`config.mk`:
```
export PLATFORM = sky130hd
export DESIGN_NAME = gcr_general_config
export DESIGN_NICKNAME = d
export VERILOG_FILES = /design/src/gcr_pkg.sv /design/src/gcr_mcu_clk.sv /design/src/gcr_general_config.sv
export SDC_FILE = /design/constraint.sdc
export NUM_CORES = 1
export LEC_CHECK = 0
export ABC_AREA = 1
export BUFFER_PORTS_ARGS = -buffer_cell sky130_fd_sc_hd__buf_4
export CAP_MARGIN = 5
export CORE_MARGIN = 4
export CORE_UTILIZATION = 25
export CTS_CLUSTER_DIAMETER = 60
export DETAILED_ROUTE_END_ITERATION = 6
export HOLD_SLACK_MARGIN = 0.06
export PLACE_DENSITY = 0.47
export RECOVER_POWER = 25
export SYNTH_ARGS = -nofsm -noshare
export SYNTH_HDL_FRONTEND = slang
export SYNTH_SLANG_ARGS = --single-unit
```
`constraint.sdc`:
```
create_clock -name mclk -period 5.25 [get_ports mclk]
set_input_delay 1.05 -clock mclk [delete_from_list [all_inputs] [get_ports mclk]]
set_output_delay 1.05 -clock mclk [all_outputs]
set_load 0.01 [all_outputs]
```
`src/gcr_pkg.sv`:
```
package gcr_pkg;
    localparam logic [7:0] ADDR_ANA_HI = 8'h00;
    localparam logic [7:0] ADDR_ANA_LO = 8'h01;
    localparam logic [7:0] ADDR_PIN3 = 8'h02;
    localparam logic [7:0] ADDR_PIN0 = 8'h05;
    localparam logic [7:0] ADDR_CKOUT = 8'h06;
    localparam logic [7:0] ADDR_CLKTEST = 8'hB4;
    localparam logic [7:0] ADDR_STATUS = 8'hF0;

    localparam logic [7:0] RST_ANA_HI = 8'h0C;
    localparam logic [7:0] RST_ANA_LO = 8'hC0;
    localparam logic [7:0] RST_PIN_GND = 8'hA2;
    localparam logic [7:0] RST_PIN0 = 8'h0A;
    localparam logic [7:0] RST_CKOUT = 8'h00;
    localparam logic [7:0] RST_CLKTEST = 8'h21;

    localparam int BLD_LSB = 0;
    localparam int GM_LSB = 2;
    localparam int XSEL_BIT = 6;
    localparam int AES_BIT = 5;
    localparam int EXTREF_BIT = 4;
    localparam int BROWN_BIT = 2;
    localparam int BATT_BIT = 1;
    localparam int TS_BIT = 0;
    localparam int PMODE_LSB = 0;
    localparam int PSEL_LSB = 3;
    localparam int CK_EN_BIT = 7;
    localparam int TAIL_LSB = 5;
    localparam int XRATIO_LSB = 1;
    localparam int RRATIO_BIT = 0;
    localparam int PD_BIT = 3;
    localparam int ST_STBY_BIT = 0;
    localparam int ST_STOP_BIT = 1;

    localparam logic [1:0] MODE_ANALOG = 2'h0;
    localparam logic [7:0] CMD_READ = 8'h01;
    localparam logic [9:0] TAIL_64 = 10'h040;
    localparam logic [9:0] TAIL_256 = 10'h100;
    localparam logic [9:0] TAIL_512 = 10'h200;
    localparam logic [6:0] RC_DIV_LAST = 7'h7F;

    typedef enum logic [1:0] {gcr_ph_cmd, gcr_ph_addr, gcr_ph_data} gcr_spi_ph_t;
    typedef enum logic [1:0] {gcr_ck_run, gcr_ck_tail, gcr_ck_stop} gcr_ck_st_t;
endpackage

```
`src/gcr_mcu_clk.sv`:
```
`timescale 1ns/1ps
`default_nettype none
module gcr_mcu_clk
    import gcr_pkg::*;
#(
    parameter int TAIL_W = 10
) (
    input wire logic mclk,
    input wire logic resetn,
    input wire logic clk_enable,
    input wire logic clk_powerdown,
    input wire logic xo_active,
    input wire logic sleep_mode,
    input wire logic standby_req,
    input wire logic rco_tick,
    input wire logic [1:0] tail_sel,
    input wire logic [3:0] crystal_clock_divider,
    input wire logic rc_clock_divider,
    output logic mcu_clk_tick,
    output logic standby_event,
    output logic clock_stopped
);
    if (TAIL_W < 10) begin : g_chk
        $error("TAIL_W too small for 512 tail cycles");
    end

    typedef struct packed {
        gcr_ck_st_t st;
        logic [7:0] acc;
        logic [6:0] rc_cnt;
        logic src_rc;
        logic [TAIL_W-1:0] tail_cnt;
        logic tick;
        logic event_p;
    } gcr_ck_state_t;

    gcr_ck_state_t s, n;

    // Ratio as numerator and denominator; the accumulator spreads 2/3 evenly
    function automatic logic [15:0] ratio_nd(input logic [3:0] code);
        logic [15:0] r;
        r = 16'h0101;
        unique case (code)
            4'h0: r = 16'h0101;
            4'h1: r = 16'h0203;
            4'h2: r = 16'h0102;
            4'h3: r = 16'h0103;
            4'h4: r = 16'h0104;
            4'h5: r = 16'h0106;
            4'h6: r = 16'h0108;
            4'h7: r = 16'h010C;
            4'h8: r = 16'h0110;
            4'h9: r = 16'h0118;
            4'hA: r = 16'h0124;
            4'hB: r = 16'h0130;
            4'hC: r = 16'h0140;
            4'hD: r = 16'h0160;
            4'hE: r = 16'h0180;
            4'hF: r = 16'h01C0;
        endcase
        return r;
    endfunction

    function automatic logic [TAIL_W-1:0] tail_len(input logic [1:0] sel);
        logic [9:0] t;
        t = 10'h000;
        unique case (sel)
            2'h0: t = 10'h000;
            2'h1: t = TAIL_64;
            2'h2: t = TAIL_256;
            2'h3: t = TAIL_512;
        endcase
        return TAIL_W'(t);
    endfunction

    logic running;
    logic t_raw;
    logic [8:0] acc_sum;
    logic [15:0] nd;

    always_comb begin
        n = s;
        n.event_p = 1'b0;
        nd = ratio_nd(crystal_clock_divider);
        acc_sum = {1'b0, s.acc} + {1'b0, nd[15:8]};
        t_raw = 1'b0;
        // Source only moves on an RC tick so the output never gets a runt pulse
        if (rco_tick) begin
            n.src_rc = sleep_mode & ~xo_active;
        end
        running = clk_enable & ~clk_powerdown & (s.st != gcr_ck_stop);
        if (running) begin
            if (!s.src_rc) begin
                if (acc_sum >= {1'b0, nd[7:0]}) begin
                    t_raw = 1'b1;
                    n.acc = 8'(acc_sum - {1'b0, nd[7:0]});
                end else begin
                    n.acc = acc_sum[7:0];
                end
            end else if (rco_tick) begin
                if (!rc_clock_divider || s.rc_cnt == RC_DIV_LAST) begin
                    t_raw = 1'b1;
                    n.rc_cnt = 7'h00;
                end else begin
                    n.rc_cnt = 7'(s.rc_cnt + 7'h01);
                end
            end
        end
        n.tick = t_raw;
        unique case (s.st)
            gcr_ck_run: begin
                if (standby_req) begin
                    n.event_p = 1'b1;
                    n.tail_cnt = tail_len(tail_sel);
                    n.st = (tail_len(tail_sel) == '0) ? gcr_ck_stop : gcr_ck_tail;
                end
            end
            gcr_ck_tail: begin
                if (t_raw) begin
                    n.tail_cnt = TAIL_W'(s.tail_cnt - 1'b1);
                    if (s.tail_cnt == TAIL_W'(1)) begin
                        n.st = gcr_ck_stop;
                    end
                end
            end
            gcr_ck_stop: begin
                if (!standby_req) begin
                    n.st = gcr_ck_run;
                end
            end
        endcase
    end

    always_ff @(posedge mclk or negedge resetn) begin
        if (!resetn) begin
            s <= '{st: gcr_ck_run, default: '0};
        end else begin
            s <= n;
        end
    end

    assign mcu_clk_tick = s.tick;
    assign standby_event = s.event_p;
    assign clock_stopped = (s.st == gcr_ck_stop);

    chk_standby_notify: assert property (@(posedge mclk) disable iff (!resetn)
        (s.st == gcr_ck_run && standby_req) |=> standby_event)
        else $error("standby entry not notified");
    chk_powerdown_stop: assert property (@(posedge mclk) disable iff (!resetn)
        clk_powerdown |=> !mcu_clk_tick)
        else $error("tick while dividers powered down");
    chk_src_on_rc: assert property (@(posedge mclk) disable iff (!resetn)
        $changed(s.src_rc) |-> $past(rco_tick))
        else $error("source switched off an RC tick");
    chk_xo_undivided: assert property (@(posedge mclk) disable iff (!resetn)
        (running && !s.src_rc && crystal_clock_divider == 4'h0) |=> mcu_clk_tick)
        else $error("ratio 1 missed a tick");
    chk_tail_zero: assert property (@(posedge mclk) disable iff (!resetn)
        (s.st == gcr_ck_run && standby_req && tail_sel == 2'h0) |=> clock_stopped)
        else $error("zero tail did not stop at once");
    cov_tail_done: cover property (@(posedge mclk) disable iff (!resetn)
        s.st == gcr_ck_tail ##1 s.st == gcr_ck_stop);
    cov_rc_src: cover property (@(posedge mclk) disable iff (!resetn) s.src_rc && s.tick);
endmodule
`default_nettype wire

```
`src/gcr_general_config.sv`:
```
`timescale 1ns/1ps
`default_nettype none
module gcr_general_config
    import gcr_pkg::*;
#(
    parameter int PIN_COUNT = 4
) (
    input wire logic mclk,
    input wire logic resetn,
    input wire logic spi_sclk,
    input wire logic spi_csn,
    input wire logic spi_mosi,
    output logic spi_miso,
    output logic spi_miso_oe,
    input wire logic xo_active,
    input wire logic sleep_mode,
    input wire logic standby_req,
    input wire logic rco_tick,
    output logic [1:0] low_battery_threshold,
    output logic [2:0] osc_driver_strength,
    output logic crystal_freq_select,
    output logic encrypt_enable,
    output logic external_reference_select,
    output logic brownout_detect_enable,
    output logic battery_level_enable,
    output logic temp_sensor_enable,
    output logic [7:0] pin_mode,
    output logic [19:0] pin_select,
    output logic clock_divider_powerdown,
    output logic mcu_clk_tick,
    output logic standby_irq
);
    if (PIN_COUNT != 4) begin : g_chk
        $error("register map holds exactly four pin registers");
    end

    typedef struct packed {
        logic [7:0] ana_hi;
        logic [7:0] ana_lo;
        logic [3:0][7:0] pin;
        logic [7:0] ck;
        logic [7:0] test;
        logic stby_flag;
        gcr_spi_ph_t ph;
        logic sclk_q;
        logic [2:0] bitcnt;
        logic [7:0] sh_in;
        logic [7:0] sh_out;
        logic rd;
        logic [7:0] addr;
        logic wr_pend;
        logic [7:0] wr_addr;
        logic [7:0] wr_data;
        logic miso;
        logic miso_oe;
    } gcr_top_st_t;

    gcr_top_st_t s, n;
    logic standby_event;
    logic clock_stopped;
    logic commit_now;
    logic rd_stat_hit;

    function automatic logic is_pin(input logic [7:0] a);
        return (a >= ADDR_PIN3) && (a <= ADDR_PIN0);
    endfunction

    // Pin registers run downward in address: 0x02 is pin3, 0x05 is pin0
    function automatic logic [1:0] pin_idx(input logic [7:0] a);
        return 2'(ADDR_PIN0 - a);
    endfunction

    function automatic logic [7:0] rd_byte(input gcr_top_st_t t, input logic [7:0] a,
                                           input logic stopped);
        logic [7:0] d;
        d = 8'h00;
        if (a == ADDR_ANA_HI) begin
            d = t.ana_hi;
        end else if (a == ADDR_ANA_LO) begin
            d = t.ana_lo;
        end else if (is_pin(a)) begin
            d = t.pin[pin_idx(a)];
        end else if (a == ADDR_CKOUT) begin
            d = t.ck;
        end else if (a == ADDR_CLKTEST) begin
            d = t.test;
        end else if (a == ADDR_STATUS) begin
            d[ST_STBY_BIT] = t.stby_flag;
            d[ST_STOP_BIT] = stopped;
        end
        return d;
    endfunction

    // Reserved bits are stored as written; the host is trusted to keep them
    function automatic gcr_top_st_t apply_wr(input gcr_top_st_t t, input logic [7:0] a,
                                            input logic [7:0] d);
        gcr_top_st_t r;
        r = t;
        if (a == ADDR_ANA_HI) begin
            r.ana_hi = d;
        end else if (a == ADDR_ANA_LO) begin
            r.ana_lo = d;
        end else if (is_pin(a)) begin
            r.pin[pin_idx(a)][7:2] = d[7:2];
            // Analog mode exists only on pin0; elsewhere the old mode stays
            if (a == ADDR_PIN0 || d[PMODE_LSB +: 2] != MODE_ANALOG) begin
                r.pin[pin_idx(a)][PMODE_LSB +: 2] = d[PMODE_LSB +: 2];
            end
        end else if (a == ADDR_CKOUT) begin
            r.ck = d;
        end else if (a == ADDR_CLKTEST) begin
            r.test = d;
        end
        return r; // Status and unmapped addresses drop the write
    endfunction

    logic rise;
    logic fall;
    logic [7:0] byte_in;

    always_comb begin
        n = s;
        commit_now = 1'b0;
        rd_stat_hit = 1'b0;
        n.sclk_q = spi_sclk;
        rise = spi_sclk & ~s.sclk_q;
        fall = ~spi_sclk & s.sclk_q;
        byte_in = {s.sh_in[6:0], spi_mosi};
        if (spi_csn) begin
            n.ph = gcr_ph_cmd;
            n.bitcnt = 3'h0;
            n.rd = 1'b0;
            n.miso = 1'b0;
            n.miso_oe = 1'b0;
            if (s.wr_pend) begin
                n = apply_wr(n, s.wr_addr, s.wr_data);
                n.wr_pend = 1'b0;
                commit_now = 1'b1;
            end
        end else begin
            if (rise) begin
                n.sh_in = byte_in;
                n.bitcnt = 3'(s.bitcnt + 3'h1);
                if (s.bitcnt == 3'h7) begin
                    unique case (s.ph)
                        gcr_ph_cmd: begin
                            n.rd = (byte_in == CMD_READ);
                            n.ph = gcr_ph_addr;
                        end
                        gcr_ph_addr: begin
                            n.addr = byte_in;
                            n.ph = gcr_ph_data;
                            if (s.rd) begin
                                n.sh_out = rd_byte(s, byte_in, clock_stopped);
                                rd_stat_hit = (byte_in == ADDR_STATUS);
                            end
                        end
                        gcr_ph_data: begin
                            n.addr = 8'(s.addr + 8'h01);
                            if (s.rd) begin
                                n.sh_out = rd_byte(s, 8'(s.addr + 8'h01), clock_stopped);
                                rd_stat_hit = (8'(s.addr + 8'h01) == ADDR_STATUS);
                            end else begin
                                // A burst lands each byte once the next one is in; the last byte lands at deselect
                                if (s.wr_pend) begin
                                    n = apply_wr(n, s.wr_addr, s.wr_data);
                                    commit_now = 1'b1;
                                end
                                n.wr_pend = 1'b1;
                                n.wr_addr = s.addr;
                                n.wr_data = byte_in;
                            end
                        end
                    endcase
                end
            end
            // Mode 0: shift out on the falling edge for the host to sample on rise
            if (fall && s.rd && s.ph == gcr_ph_data) begin
                n.miso = s.sh_out[7];
                n.sh_out = {s.sh_out[6:0], 1'b0};
            end
            n.miso_oe = s.rd && (s.ph == gcr_ph_data);
        end
        if (rd_stat_hit) begin
            n.stby_flag = 1'b0;
        end
        // Set after clear, so an event in the read cycle survives
        if (standby_event) begin
            n.stby_flag = 1'b1;
        end
    end

    always_ff @(posedge mclk or negedge resetn) begin
        if (!resetn) begin
            s <= '{ana_hi: RST_ANA_HI, ana_lo: RST_ANA_LO,
                   pin: {RST_PIN_GND, RST_PIN_GND, RST_PIN_GND, RST_PIN0},
                   ck: RST_CKOUT, test: RST_CLKTEST, ph: gcr_ph_cmd, default: '0};
        end else begin
            s <= n;
        end
    end

    gcr_mcu_clk #(
        .TAIL_W(10)
    ) u_mcu_clk (
        .mclk(mclk),
        .resetn(resetn),
        .clk_enable(s.ck[CK_EN_BIT]),
        .clk_powerdown(s.test[PD_BIT]),
        .xo_active(xo_active),
        .sleep_mode(sleep_mode),
        .standby_req(standby_req),
        .rco_tick(rco_tick),
        .tail_sel(s.ck[TAIL_LSB +: 2]),
        .crystal_clock_divider(s.ck[XRATIO_LSB +: 4]),
        .rc_clock_divider(s.ck[RRATIO_BIT]),
        .mcu_clk_tick(mcu_clk_tick),
        .standby_event(standby_event),
        .clock_stopped(clock_stopped)
    );

    assign spi_miso = s.miso;
    assign spi_miso_oe = s.miso_oe;
    assign low_battery_threshold = s.ana_hi[BLD_LSB +: 2];
    assign osc_driver_strength = s.ana_hi[GM_LSB +: 3];
    assign crystal_freq_select = s.ana_lo[XSEL_BIT];
    assign encrypt_enable = s.ana_lo[AES_BIT];
    assign external_reference_select = s.ana_lo[EXTREF_BIT];
    assign brownout_detect_enable = s.ana_lo[BROWN_BIT];
    assign battery_level_enable = s.ana_lo[BATT_BIT];
    assign temp_sensor_enable = s.ana_lo[TS_BIT];
    assign clock_divider_powerdown = s.test[PD_BIT];
    assign standby_irq = s.stby_flag;

    for (genvar i = 0; i < 4; i++) begin : g_pin
        assign pin_mode[2*i +: 2] = s.pin[i][PMODE_LSB +: 2];
        assign pin_select[5*i +: 5] = s.pin[i][PSEL_LSB +: 5];
    end

    logic seen_r;
    always_ff @(posedge mclk or negedge resetn) begin
        if (!resetn) begin
            seen_r <= 1'b0;
        end else begin
            seen_r <= 1'b1;
        end
    end

    chk_reset_analog: assert property (@(posedge mclk) disable iff (!resetn)
        !seen_r |-> (low_battery_threshold == 2'h0 && osc_driver_strength == 3'h3))
        else $error("analog byte 0 reset wrong");
    chk_reset_drive: assert property (@(posedge mclk) disable iff (!resetn)
        !seen_r |-> (s.ana_hi == RST_ANA_HI && s.ana_lo == RST_ANA_LO))
        else $error("analog config reset wrong");
    chk_reset_enables: assert property (@(posedge mclk) disable iff (!resetn)
        !seen_r |-> (crystal_freq_select && !encrypt_enable && !external_reference_select
                     && !brownout_detect_enable && !temp_sensor_enable))
        else $error("enable bits reset wrong");
    chk_reset_pins: assert property (@(posedge mclk) disable iff (!resetn)
        !seen_r |-> (pin_select[19:5] == {3{5'h14}} && pin_mode[7:2] == 6'h2A))
        else $error("pins 3..1 reset wrong");
    chk_reset_pin0: assert property (@(posedge mclk) disable iff (!resetn)
        !seen_r |-> (pin_select[4:0] == 5'h01 && pin_mode[1:0] == 2'h2))
        else $error("pin0 reset wrong");
    chk_reset_clock: assert property (@(posedge mclk) disable iff (!resetn)
        !seen_r |-> (s.ck == RST_CKOUT && !clock_divider_powerdown))
        else $error("clock config reset wrong");
    chk_status_clear: assert property (@(posedge mclk) disable iff (!resetn)
        (rd_stat_hit && !standby_event) |=> !standby_irq)
        else $error("status not cleared by read");
    chk_event_wins: assert property (@(posedge mclk) disable iff (!resetn)
        standby_event |=> standby_irq)
        else $error("standby event lost");
    chk_write_lands: assert property (@(posedge mclk) disable iff (!resetn)
        (commit_now && s.wr_addr == ADDR_CKOUT) |=> (s.ck == $past(s.wr_data)))
        else $error("write did not land");
    chk_ro_ignore: assert property (@(posedge mclk) disable iff (!resetn)
        (commit_now && s.wr_addr == ADDR_STATUS && !standby_event && !rd_stat_hit)
        |=> $stable(standby_irq))
        else $error("read-only status took a write");
    chk_pin_analog: assert property (@(posedge mclk) disable iff (!resetn)
        (commit_now && s.wr_addr == ADDR_PIN3 && s.wr_data[1:0] == MODE_ANALOG)
        |=> $stable(pin_mode[7:6]))
        else $error("analog mode accepted on pin3");
    chk_miso_idle: assert property (@(posedge mclk) disable iff (!resetn)
        spi_csn |=> !spi_miso_oe)
        else $error("miso driven while deselected");

    cov_write_commit: cover property (@(posedge mclk) disable iff (!resetn) commit_now);
    cov_status_read: cover property (@(posedge mclk) disable iff (!resetn) rd_stat_hit);
    cov_standby: cover property (@(posedge mclk) disable iff (!resetn) standby_event);
endmodule
`default_nettype wire

```
; ---- Word level (Yosys, flattened, before mapping)
; Memory sizes are Yosys's and may differ from the RTL's.
; Index checks and enable logic that the tools add are counted.
[classes]
eq_ne = 31
n_mul = 0
magnitude_cmp = 11
div_mod_pow = 0
n_reduce_logical = 41
muxes = 80
shifts = 0
bitwise = 12
add_sub_neg = 9
[ops]
columns = op, n
row1 = $mux 115, 5
row2 = $mux 8, 20
row3 = $mux 79, 1
row4 = $mux 65, 1
row5 = $bwmux 32, 2
row6 = $mux 32, 2
row7 = $mux 56, 1
row8 = $mux 48, 1
row9 = $eq 8x8->1 const B, 5
row10 = $pmux 10 s4, 1
row11 = $bmux 8 s2, 2
row12 = $demux 8 s2, 2
row13 = $eq 8x3->1 const B, 4
row14 = $pmux 8 s2, 2
row15 = $mux 10, 3
row16 = $mux 28, 1
row17 = $eq 8x1->1 const B, 3
row18 = $ge 8x2->1 const B, 3
row19 = $le 8x3->1 const B, 3
row20 = $logic_not 8->1, 3
row21 = $mux 2, 10
row22 = $pmux 10 s2, 1
row23 = $reduce_bool 2->1, 10
row24 = $mux 19, 1
row25 = 39 further kinds, 97
[totals]
rom_bits = 160
in_bits = 9
mem_count = 1
mem_bits_rw = 0
word_cells = 213
latch_bits = 0
output_inout_bits = 44
register_bits = 144
[memory_table]
columns = name, depth, width, rd, rd_ports_with_merged_regs, write_ports, line
row1 = (name not given), 16, 10, 1, 0, 0, gcr_mcu_clk.sv:43  ; unique case (code)

; ---- Longest topological paths before layout
; Gate-level depths: netlist (run 1).
[logic_depth]
word_depth = 20
mapped_depth = 22
mapped_depth_nobuf = 22

; ---- Cells and area by module
; From an unflattened synthesis (run 1), not the netlist that was laid out.
[hier_totals]
hier_cells = 1226
area_unflattened_um2 = 8956.1
[by_module_without_submodules]
columns = module, cells_each, instances, seq_area_each_um2, area_per_inst_um2
row1 = gcr_general_config, 898, 1, 2874.0, 6622.6
row2 = gcr_mcu_clk, 328, 1, 750.7, 2333.5

; ---- Least setup slack after synthesis (run 1)
; OpenSTA, ideal clock, no wires.
[synth_path]
path_kind = register to register
startpoint = reg s[62] in the netlist's numbering
endpoint = reg u_mcu_clk.s[10] in the netlist's numbering
arrival_time_ns = 3.187
synth_period_minus_slack_ns = 3.305
setup_ns = 0.118
path_buffers = 1
path_stages_with_launch = 23
path_slack_ns = 1.945
cell_sequence = dfrtp_1 > nor2_1 > inv_1 > nor2_1 > nand2_1 > ha_1 > inv_1 > fa_1 > nor2_1 > nand2_1 > xnor2_1 > ha_1 > nand2_1 > a21oi_1 > a211oi_1 > nand2_1 > nand2_1 > nand2_1 > o211ai_1 > nand2_1 > buf_4 > nand4_1 > nand2_1
[synth_via]
elab_chain_len = 8
[synth_lines]
columns = item, line
row1 = from (decl), gcr_general_config.sv:58  ; gcr_top_st_t s, n;
row2 = from (signal assigned), gcr_general_config.sv:195  ; s <= '{ana_hi: RST_ANA_HI, ana_lo: RST_ANA_LO,
row3 = from (signal assigned), gcr_general_config.sv:199  ; s <= n;
row4 = $mem_v2 16x10 (*), --
row5 = $add 8x8->9, gcr_mcu_clk.sv:85  ; acc_sum = {1'b0, s.acc} + {1'b0, nd[15:8]};
row6 = $ge 9x8->1 (*), gcr_mcu_clk.sv:94  ; if (acc_sum >= {1'b0, nd[7:0]}) begin
row7 = $mux 1 (*), gcr_mcu_clk.sv:94
row8 = $mux 1 (*), gcr_mcu_clk.sv:93  ; if (!s.src_rc) begin
row9 = $mux 1 (*), gcr_mcu_clk.sv:92  ; if (running) begin
row10 = $ne 2x1->1 (no source line) (*), --
row11 = $reduce_and 3->1 (no source line) (*), --
row12 = to (signal assigned), gcr_mcu_clk.sv:138  ; s <= n;
row13 = to (decl), gcr_mcu_clk.sv:37  ; gcr_ck_state_t s, n;
; Every way passes the cells marked *; elsewhere a longest branch is shown, timed or not.
; A chain may end at the register's enable or synchronous reset.

; ---- Worst setup path after layout (run 1)
[layout_path]
startpoint = reg s[60] in the netlist's numbering
endpoint = reg u_mcu_clk.s[11] in the netlist's numbering
; The elaborated chain is that of the path after synthesis.

==> metrics.md, run 1 <==
| Metric | Value |
|---|---|
| 1st-iter DRT viols | between 400 and 500 |
| H-tree depth | 4 |
| Sequential share of the synthesized area | between 40 and 50% |
| Commonest non-fill, non-tap cell in the layout | nand2_1 |
| CP Capture Type | flop |
| Relative slew slack | -145.3% |
| DRC | 0 |
| Area delta synth->final | 13.72% |
| Mapped Avg Cell Area | between 7 and 8 um2 |
| Minimum clock period after layout | roughly 4.3 ns |
| Most frequent cells in the layout | nand2_1, o21ai_0, inv_1 |
| Clk buf depth | 2 |
| Endpoints failing setup | 0 |
| Drt via density | around 4.6 |
| Largest net degree at the start of global routing | 79 |
| Post_cts resized | 0 |
| Asr flop ratio synth | between 90% and 100% |
| Number of clock sinks | approximately 140 |
| Via count | 7581 |
| # rows | ~70 |
| Core Region | about 0.035 mm2 |
| Skew final | ~0.0084 ns |
| Yosys reg bits | 144 |
| RSZ-0062 raised after global routing | false |
| Failing checks | max-capacitance violations, max-slew violations |
| Worst IR Drop VDD | between 0.0002 and 0.00025 V |
| Placed cell area | 0.009353 mm2 |
| Routed len/inst | 16.09 um |
| Post-detail-place hpwl | around 20000 um |
| Yosys cell types | 48 |
| Ant. Diodes | 0 |
| Root Driver | clkbuf_16 |
| I/O Pins | 53 |
| Final Hold Fails | 0 |
| Worst-Margin Slew | 3.680 ns |
| Number of flops mapped to enable cells by yosys | 0 |
| Max Cap Violations | 1 |
| CTS tree | yes |
| Clock latency on the worst-skew pair | approximately 0.44 ns |
| Pwr dens | 309.0 mW/mm2 |
| Data required, critical path | around 5.6 ns |
| Fin Setup TNS | 0 ns |
| WL final | 26390 um |
| Port bufs | 52 |
| Initial antenna violation count | 0 |
| Full die area | approximately 0.038 mm2 |
| Vias in the first global route | approximately 7.4k |
| Die Wd | 195.1 um |
| Number of cells produced by synthesis | approximately 1.2k |
| Tot GR Track Use | approximately 14% |
| Routed Antenna Nets | 0 |
| Mapped cell area | just under 0.009 mm2 |
| Final nets | approximately 1.2k |
| Cell area after layout | approximately 0.01 mm2 |
| WHS | ~0.47 ns |
| First-pass GRT wire length | approximately 43000 um |
| Status | finished, violations left |
| Crit-path max FO | 12 |
| Crit share post-route | a little over 80% |
| Maximum clock rate | roughly 0.23 GHz |
| Worst setup path category | reg -> reg |
| Type of the most critical hold path | reg -> reg |
| Overall power | 3076 uW |
| WP data arrival | between 4 and 5 ns |
| Die Height | approximately 200 um |
| Proportion of layout cells with a drive suffix above 1 | 11.48% |
| Syn nets | between 1k and 1.5k |
| CP Launch Type | flop |
| Hold buffers post-CTS | 0 |
| GPL Wtd Cong | ~0.82 |
| Lkg Pwr | roughly 0.0047 uW |
| Slew Viols, Final | 79 |
| Initial core utilization | roughly 25% |
| Post-CTS Setup Bufs | 0 |
| GR Overflow Total | 0 |
| Detailed-router iteration count before antenna repair | 5 |
| Clock Pin Slew Worst Setup and Hold Paths | approximately 0.070 ns |
| Synth Flop Type | dfrtp_1 |
| Cts bufs inserted | 17 |
| Syn. warnings | 0 |
-- flip-flops by register name, summed over array words and instances, names as in the netlist, 2 cells and up --
signal,count
pin_select,20
byte_in,7
osc_driver_strength,3
u_mcu_clk.s,28
s,64
pin_mode,8
low_battery_threshold,2
-- per-layer routing --
metal	global-route usage (%)	vias to the layer above	wire (um)
li1	-	3828	-
met1	19.06	3623	12460
met2	23.71	110	12780
met3	2.346	20	825
met4	3.310	0	333
met5	0	-	0
-- Yosys cell counts (all sizes together) (4+ instances only) --
cell type | instances | share of area, %
o22ai | 13 | 0.93
o211ai | 21 | 1.8
nor2 | 99 | 5.0
buf | 46 | 3.8
dfstp | 17 | 5.1
a21oi | 60 | 3.4
clkbuf | 22 | 0.94
ha | 25 | 3.6
a31oi | 8 | 0.57
nand3 | 48 | 3.0
nand4 | 26 | 1.9
xnor2 | 4 | 0.40
inv | 134 | 5.7
nor4 | 6 | 0.74
nor3 | 14 | 0.97
o221ai | 7 | 0.70
xor2 | 13 | 1.3
dfrtp | 127 | 36
o21ai | 141 | 8.1
nand2 | 312 | 14
-- logic make-up after synthesis --
kind of cell	after synthesis	share of synthesized area [%]
xor gates and xnor gates	17	1.701
AOI/OAI and AO/OA	261	16.51
buffers and inverters	203	10.52
adders and majority gates	27	4.030
and+or+nand+nor	512	25.84
DFF	144	41.40
-- layout make-up --
cell class,instances,area (um2)
Clock buffer,18,429.2
Clock inverter,14,187.7
Fill cell,3785,24590
Inverter,135,506.7
Multi-Input combinational cell,817,4220
Sequential cell,144,3625
Tap cell,455,569.3
Timing Repair Buffer,57,417.9
-- path summary, 6_finish.rpt --
| kind | slack, ns | endpoint | depth (start not counted) | from |
|---|---|---|---|---|
| hold / removal | 0.47 | u_mcu_clk.s[10] | 2 | u_mcu_clk.s[10] |
| setup reg to reg | 0.94 | u_mcu_clk.s[11] | 19 | s[60] |
| hold reg to reg | 0.47 | u_mcu_clk.s[10] | 2 | u_mcu_clk.s[10] |
| min in group asynchronous | 2.03 | s[49] | 1 | resetn |
| setup / recovery | 0.94 | u_mcu_clk.s[11] | 19 | s[60] |
| max in group asynchronous | 1.14 | s[61] | 1 | resetn |
-- critical path, stage by stage (launching register included) --
cell and delay (ns):
dfrtp_1 0.48, inv_1 0.09, nor2_1 0.05, nand2_1 0.12
ha_1 0.19, inv_1 0.06, fa_1 0.44, nor2_1 0.23
nand2_1 0.10, xnor2_1 0.16, ha_1 0.38, inv_1 0.07
nor4_1 0.35, nor3_1 0.13, nand2_1 0.31, o211ai_1 0.18
nand2_1 0.37, nand3_2 0.30, nand2_1 0.14, nand2_1 0.05
-- report_power, final --
group	internal (uW)	leakage, uW	switching, uW
clock	795	0.000304	519
combinational	154	0.00262	338
sequential	1190	0.00178	80.8
total	2140	0.00470	938
-- per-stage QoR --
stage | worst slack [ns] | utilization, % | cells
6_report | 0.9394 | 28.82 | 1640
5_1_grt | 0.3377 | 28.82 | 1640
4_1_cts | 0.9410 | 28.86 | 1640
3_5_place_dp | 0.9545 | 27.08 | 1608
3_3_place_gp | 1.051 | 27.08 | 1608
2_1_floorplan | 1.945 | - | 1164
Power figures use the tool's default switching activity.
==> inputs of run 2 (changes only) <==
Settings changed: ABC_AREA 1 to 0, PLACE_DENSITY 0.47 to 0.48.
Clock period 5.25 ns to 3.8 ns, I/O delays scaled along.
==> metrics.md, run 2 <==
| Metric | Value |
|---|---|
| Max Cap Violations | 1 (unchanged) |
| Final nets | 966 (-20%) |
| Largest net degree at the start of global routing | 97 (+23%) |
| Ant. Diodes | 0 (unchanged) |
| I/O Pins | 53 (unchanged) |
| WL met3 | 1507 um (+83%) |
| First-pass GRT wire length | 41270 um (-3.6%) |
| Endpoints failing setup | 0 (unchanged) |
| Met2 Wirelength | 11640 um (-8.9%) |
| Root Driver | clkbuf_16 |
| Final WS setup | 0.2239 ns (-0.7155 ns) |
| Type of the most critical hold path | reg -> reg |
| Port bufs | 52 (unchanged) |
| Fillers | 3694 (-2.4%) |
| CP Launch Type | flop |
| Vias in the first global route | 6991 (-6.1%) |
| Worst-Margin Slew | 2.875 ns (-0.8051 ns) |
| Largest cells by area after synthesis | dfrtp_1, mux2_2, dfstp_2, nand2_1, mux4_2 |
| Multi-input gate area | 0.004813 mm2 (+14%) |
| Cts bufs inserted | 17 (unchanged) |
| Core Region | 0.03540 mm2 (+2.5%) |
| Metal-1 WL | 12180 um (-2.2%) |
| Initial antenna violation count | 0 (unchanged) |
| Commonest non-fill, non-tap cell in the layout | dfrtp_1 |
| Data required, critical path | 4.09 ns (-1.49 ns) |
| Area delta synth->final | 14.86% |
| GR Overflow Total | 0 (unchanged) |
| Yosys top cell area share | 35.53% (-0.77 points) |
| Count leader, synth | dfrtp_1 |
| Most frequent cells in the layout | dfrtp_1, nand2_1, buf_4 |
| Mapped Avg Cell Area | 9.764 um2 (+30%) |
| WL final | 25810 um (-2.2%) |
| Fin Setup TNS | 0 ns (unchanged) |
| Number of clock sinks | 144 (unchanged) |
| Full die area | 0.03886 mm2 (+2.1%) |
| Relative slew slack | -91.64% (+54 points) |
| Final Hold Fails | 0 (unchanged) |
| Proportion of layout cells with a drive suffix above 1 | 25.24% (+14 points) |
| Via count | 7163 (-5.5%) |
| Clock latency on the worst-skew pair | 0.43 ns (about the same) |
| Maximum clock rate | 0.2796 GHz (+21%) |
| Failing checks | max-capacitance violations, max-slew violations |
| GPL Wtd Cong | 0.8538 (+4.4%) |
| Lkg Pwr | 0.004379 uW (-6.9%) |
| Mapped cell area | 0.008944 mm2 (+2.2%) |
| Max reg flops | 64 (unchanged) |
| Yosys reg bits | 144 (unchanged) |
| Number of flops mapped to enable cells by yosys | 0 (unchanged) |
| Crit-path max FO | 6 (-6) |
| Die Wd | 197.1 um (+1.0%) |
| Largest reg by FF count | s |
| Post-detail-place hpwl | 18210 um (-6.5%) |
| Die Height | 197.1 um (+1.0%) |
| Routed Antenna Nets | 0 (unchanged) |
| Pwr dens | 378.6 mW/mm2 (+23%) |
| Routed len/inst | 18.38 um (+14%) |
| CP Capture Type | flop |
| Initial core utilization | 25.27% (-0.077 points) |
| Number of cells produced by synthesis | 916 (-21%) |
| WP data arrival | 3.87 ns (-0.77 ns) |
| Tot GR Track Use | 13.33% (-0.77 points) |
| Status | finished, violations left |
| H-tree depth | 4 (unchanged) |
| Drt via density | 5.102 (+10%) |
| Slew Viols, Final | 49 (-38%) |
| Worst setup path category | reg -> reg |
| Skew final | 0.01262 ns (+0.004238 ns) |
| Syn. warnings | 0 (unchanged) |
| Clock Pin Slew Worst Setup and Hold Paths | 0.07 ns (about the same) |
| Synth Flop Type | dfrtp_1 |
| # rows | 69 (+1.5%) |
| Clk buf depth | 2 (unchanged) |
| Crit share post-route | 94.11% (+12 points) |
| Worst IR Drop VDD | 0.0003049 V (+34%) |
| Asr flop ratio synth | 100.0% (unchanged) |
| Yosys cell types | 79 (+65%) |
| Detailed-router iteration count before antenna repair | 5 (unchanged) |
| Minimum clock period after layout | 3.576 ns (-0.7345 ns) |
| 1st-iter DRT viols | 604 (+22%) |
| DRC | 0 (unchanged) |
| Top post-synthesis cells by count | dfrtp_1, nand2_1, mux2_2, nor2_1, a21oi_1 |
| CTS tree | yes |
| Sequential share of the synthesized area | 40.53% (-0.87 points) |
| Register area | 0.003625 mm2 (unchanged) |
| Syn nets | 952 (-21%) |
| Worst Setup Slack post-DPL | 0.04165 ns (-0.9129 ns) |
| Largest area contributor in the netlist | dfrtp_1 |
| Top sig layer | met4 |
## run 2: worst max-delay path, stage by stage (launching register included)
cell	delay, ns
dfrtp_1	0.38
inv_1	0.07
nand2_1	0.08
or3_4	0.36
ha_1	0.24
inv_1	0.08
fa_2	0.46
inv_1	0.10
ha_1	0.25
nor2b_1	0.14
o21ai_2	0.14
a21boi_2	0.10
o311a_4	0.38
o21ai_2	0.16
buf_2	0.20
a311oi_1	0.13
mux2i_1	0.17
## run 2: power by group
group          internal (uW)  switching, uW  leakage (uW)  total, uW
Combinational            223            264       0.00218        487
Clock                    970            696      0.000278       1670
Sequential              1600            138       0.00192       1740
## run 2: per-stage QoR
stage / cell area [um2] / instances / utilization [%] / power, uW / hold WS (ns)
after global placement: 9627 / 1368 / 27.20 / 2244 / 0.4359
after floorplan: 8946 / 916 / - / 2075 / 0.4084
after detailed placement: 9627 / 1368 / 27.20 / 2246 / 0.4166
after CTS: 10200 / 1400 / 28.81 / 3937 / 0.2892
after global routing: 10270 / 1404 / 29.02 / 4078 / 0.4730
final: 10270 / 1404 / 29.02 / 3889 / 0.4461
## run 2: metal layers
layer / vias up / track usage, %
li1: 3357 / -
met4: 0 / 3.749
met5: - / 0
met3: 34 / 2.917
met1: 3528 / 19.16
met2: 244 / 20.27
## run 2: logic make-up after synthesis
family | count (synthesis) | share of synthesized area, %
buffers and inverters | 111 | 6.281
XOR/XNOR | 12 | 1.175
AO/OA/AOI/OAI | 207 | 15.78
multiplexers | 99 | 14.12
adder cells (fa/ha/maj) | 27 | 3.945
flip-flops | 144 | 40.53
AND/OR/NAND/NOR | 316 | 18.17
## run 2: path summary, 6_finish.rpt
path,start,cells after the start,endpoint,slack [ns]
max,s[61],16,u_mcu_clk.s[9],0.22
min,u_mcu_clk.standby_event,1,standby_irq,0.45
max reg2reg,s[61],16,u_mcu_clk.s[9],0.22
min reg2reg,u_mcu_clk.standby_event,1,standby_irq,0.45
max in group asynchronous,resetn,1,u_mcu_clk.s[29],0.90
min in group asynchronous,resetn,1,u_mcu_clk.s[26],1.24
## run 2: repair_timing
item,4_1_cts,5_1_grt
endpoints found under the setup margin,0,21
hold buffers,0,0
setup buffers,0,3
resized for setup,0,14
## run 2: cell type report
cell class,count,area share [%]
multi-input combinational,661,46.86
inverter,31,1.133
timing repair buffer,75,5.542
sequential,144,35.29
tap,461,5.615
clock inverter,13,1.352
clock buffer,19,4.214
==> inputs of run 3 (changes only) <==
Settings changed: CORE_ASPECT_RATIO set to 1.1, CTS_CLUSTER_SIZE set to 25.
==> metrics.md, run 3 (same netlist as run 2, synthesis figures left out) <==
| Metric | Value |
|---|---|
| Status | finished, violations left |
| Failing checks | max-capacitance violations, max-slew violations |
| Cts bufs inserted | 17 (unchanged) |
| Relative slew slack | -27.60% (+64 points) |
| Port bufs | 52 (unchanged) |
| Routed len/inst | 18.32 um (-0.33%) |
| Crit share post-route | 94.10% (about the same) |
| Type of the most critical hold path | reg -> reg |
| WHS Endpoint | standby_irq |
| Pwr dens | 385.3 mW/mm2 (+1.8%) |
| Detailed-router iteration count before antenna repair | 4 (-1) |
| Clock latency on the worst-skew pair | 0.44 ns (about the same) |
| Non-Filler Instances | 1431 (+1.9%) |
| DRC | 0 (unchanged) |
| H-tree depth | 4 (unchanged) |
| Fin Setup TNS | 0 ns (unchanged) |
| Slew Viols, Final | 70 (+43%) |
| Slowest cell on the critical path | fa_2 |
| Lkg Pwr | 0.004441 uW (+1.4%) |
| Worst Min Path Start | u_mcu_clk.standby_event |
| Final nets | 973 (+0.72%) |
| Placed cell area | 0.009697 mm2 (+0.73%) |
| CP Capture Type | flop |
| Initial antenna violation count | 0 (unchanged) |
| FF-to-FF End | u_mcu_clk.s[11] |
| GPL Wtd Cong | 0.8699 (+1.9%) |
| Crit-path cells | inv_1 -> nand2_1 -> or3_4 -> ha_1 -> inv_1 -> fa_2 -> inv_2 -> ha_1 -> nor2b_1 -> o21ai_2 -> a21boi_2 -> o311a_4 -> o21ai_4 -> buf_6 -> a311oi_1 -> a211o_1 |
| Hold buffers post-CTS | 0 (unchanged) |
| Fin util | 29.51% (+0.49 points) |
| Commonest non-fill, non-tap cell in the layout | dfrtp_1 |
| Hold depth | 1 (unchanged) |
| First-pass GRT wire length | 42140 um (+2.1%) |
| Drt via density | 4.963 (-2.7%) |
| Routed Antenna Nets | 0 (unchanged) |
| Largest reg by FF count | s |
| Crit-path max FO | 7 (+1) |
| CTS tree | yes |
| Maximum clock rate | 0.2797 GHz (about the same) |
| Via count | 7102 (-0.85%) |
| Clock Pin Slew Worst Setup and Hold Paths | 0.06 ns (about the same) |
| Die Height | 206.4 um (+4.7%) |
| Skew final | 0.01433 ns (+0.001702 ns) |
| Worst-Margin Slew | 1.914 ns (-0.9606 ns) |
| # rows | 72 (+4.3%) |
| RSZ-0062 raised after global routing | false |
| 1st-iter DRT viols | 496 (-18%) |
| Max Cap Violations | 1 (unchanged) |
| Die Wd | 188.3 um (-4.5%) |
| Number of clock sinks | 144 (unchanged) |
| Worst IR Drop VDD | 0.0003066 V (+0.55%) |
| Proportion of layout cells with a drive suffix above 1 | 26.21% (+0.97 points) |
| Post-detail-place hpwl | 18420 um (+1.2%) |
| Most frequent cells in the layout | dfrtp_1, nand2_1, buf_4 |
| Initial core utilization | 25.39% (+0.12 points) |
| Data required, critical path | 4.11 ns (+0.02 ns) |
| CP Launch Type | flop |
| WL final | 26220 um (+1.6%) |
| Root Driver | clkbuf_16 |
| Max reg flops | 64 (unchanged) |
| Tot GR Track Use | 13.76% (+0.43 points) |
| Core Region | 0.03522 mm2 (-0.49%) |
| Clk buf depth | 2 (unchanged) |
| Origin of the critical flop-to-flop path | s[61] |
| Worst r2r path cells | 16 (unchanged) |
| I/O Pins | 53 (unchanged) |
| R2r setup slk | 0.22 ns (about the same) |
| Minimum clock period after layout | 3.576 ns (-0.0001880 ns) |
| WP data arrival | 3.89 ns (+0.02 ns) |
| CP max stage delay | 0.47 ns (about the same) |
| Final Hold Fails | 0 (unchanged) |
| Largest net degree at the start of global routing | 70 (-28%) |
| Worst setup path category | reg -> reg |
| Vias in the first global route | 7220 (+3.3%) |
| Area delta synth->final | 16.23% |
| Cell area after layout | 0.01040 mm2 (+1.2%) |
| Ant. Diodes | 0 (unchanged) |
| Full die area | 0.03887 mm2 (about the same) |
| WHS | 0.4680 ns (+0.02188 ns) |
| Placed insts | 1394 (+1.9%) |
| GR Overflow Total | 0 (unchanged) |
| Endpoints failing setup | 0 (unchanged) |
## run 3: cell types whose count changed in the layout (fill, tap and decap cells not counted), moves of 2 or more
cell,before,now
inv_6,3,6
buf_4,70,77
o21ai_1,7,9
o21ai_0,41,38
clkinv_2,4,1
## run 3: through the flow
step | total power [uW] | setup slack (ns)
after floorplan | 2075 | 0.05129
final | 4005 | 0.2241
after CTS | 4064 | 0.04686
after detailed placement | 2262 | 0.07240
after global placement | 2253 | 0.07692
after global routing | 4200 | 0.001078
## run 3: critical path, delay by kind of cell, from the launching register on
family,cells,cell delay (ns)
AOI/OAI and AO/OA,6,1.18
adders and majority gates,3,0.95
buffers and inverters,4,0.39
DFF,1,0.37
and+or+nand+nor,3,0.58
## run 3: area by class of cell
| cell class | instances | area (um2) |
|---|---|---|
| fillers | 3667 | 24830 |
| flip-flops and latches | 144 | 3625 |
| inverters | 31 | 116.4 |
| well taps | 481 | 601.8 |
| clock inverters | 13 | 175.2 |
| multi-input cells | 661 | 4828 |
| clock buffers | 19 | 432.9 |
| repair buffers | 82 | 615.6 |
## run 3: worst max-delay path by stage
stage	cells after the start	to	start
floorplan	15	u_mcu_clk.s[8]	s[63]
global placement	18	u_mcu_clk.s[8]	s[61]
detailed placement	16	u_mcu_clk.s[11]	s[61]
CTS	18	u_mcu_clk.s[5]	s[61]
global route	16	u_mcu_clk.s[11]	s[61]
finish	16	u_mcu_clk.s[11]	s[61]
## run 3: power by group
group          internal, uW  switching (uW)  leakage, uW
clock network          1050             720     0.000296
registers              1600             146      0.00192
logic                   225             267      0.00222
total                  2870            1130      0.00444
## run 3: per-layer routing
metal | part of all wire [%] | track usage (%)
met5 | 0 | 0
met2 | 48 | 22.06
met3 | 4.3 | 3.024
met1 | 46 | 18.65
met4 | 1.9 | 4.295
## run 3: what timing repair did
item / 4_1_cts / 5_1_grt
buffers inserted: 0 / 4
endpoints found under the setup margin: 0 / 21
gates resized for setup: 0 / 23
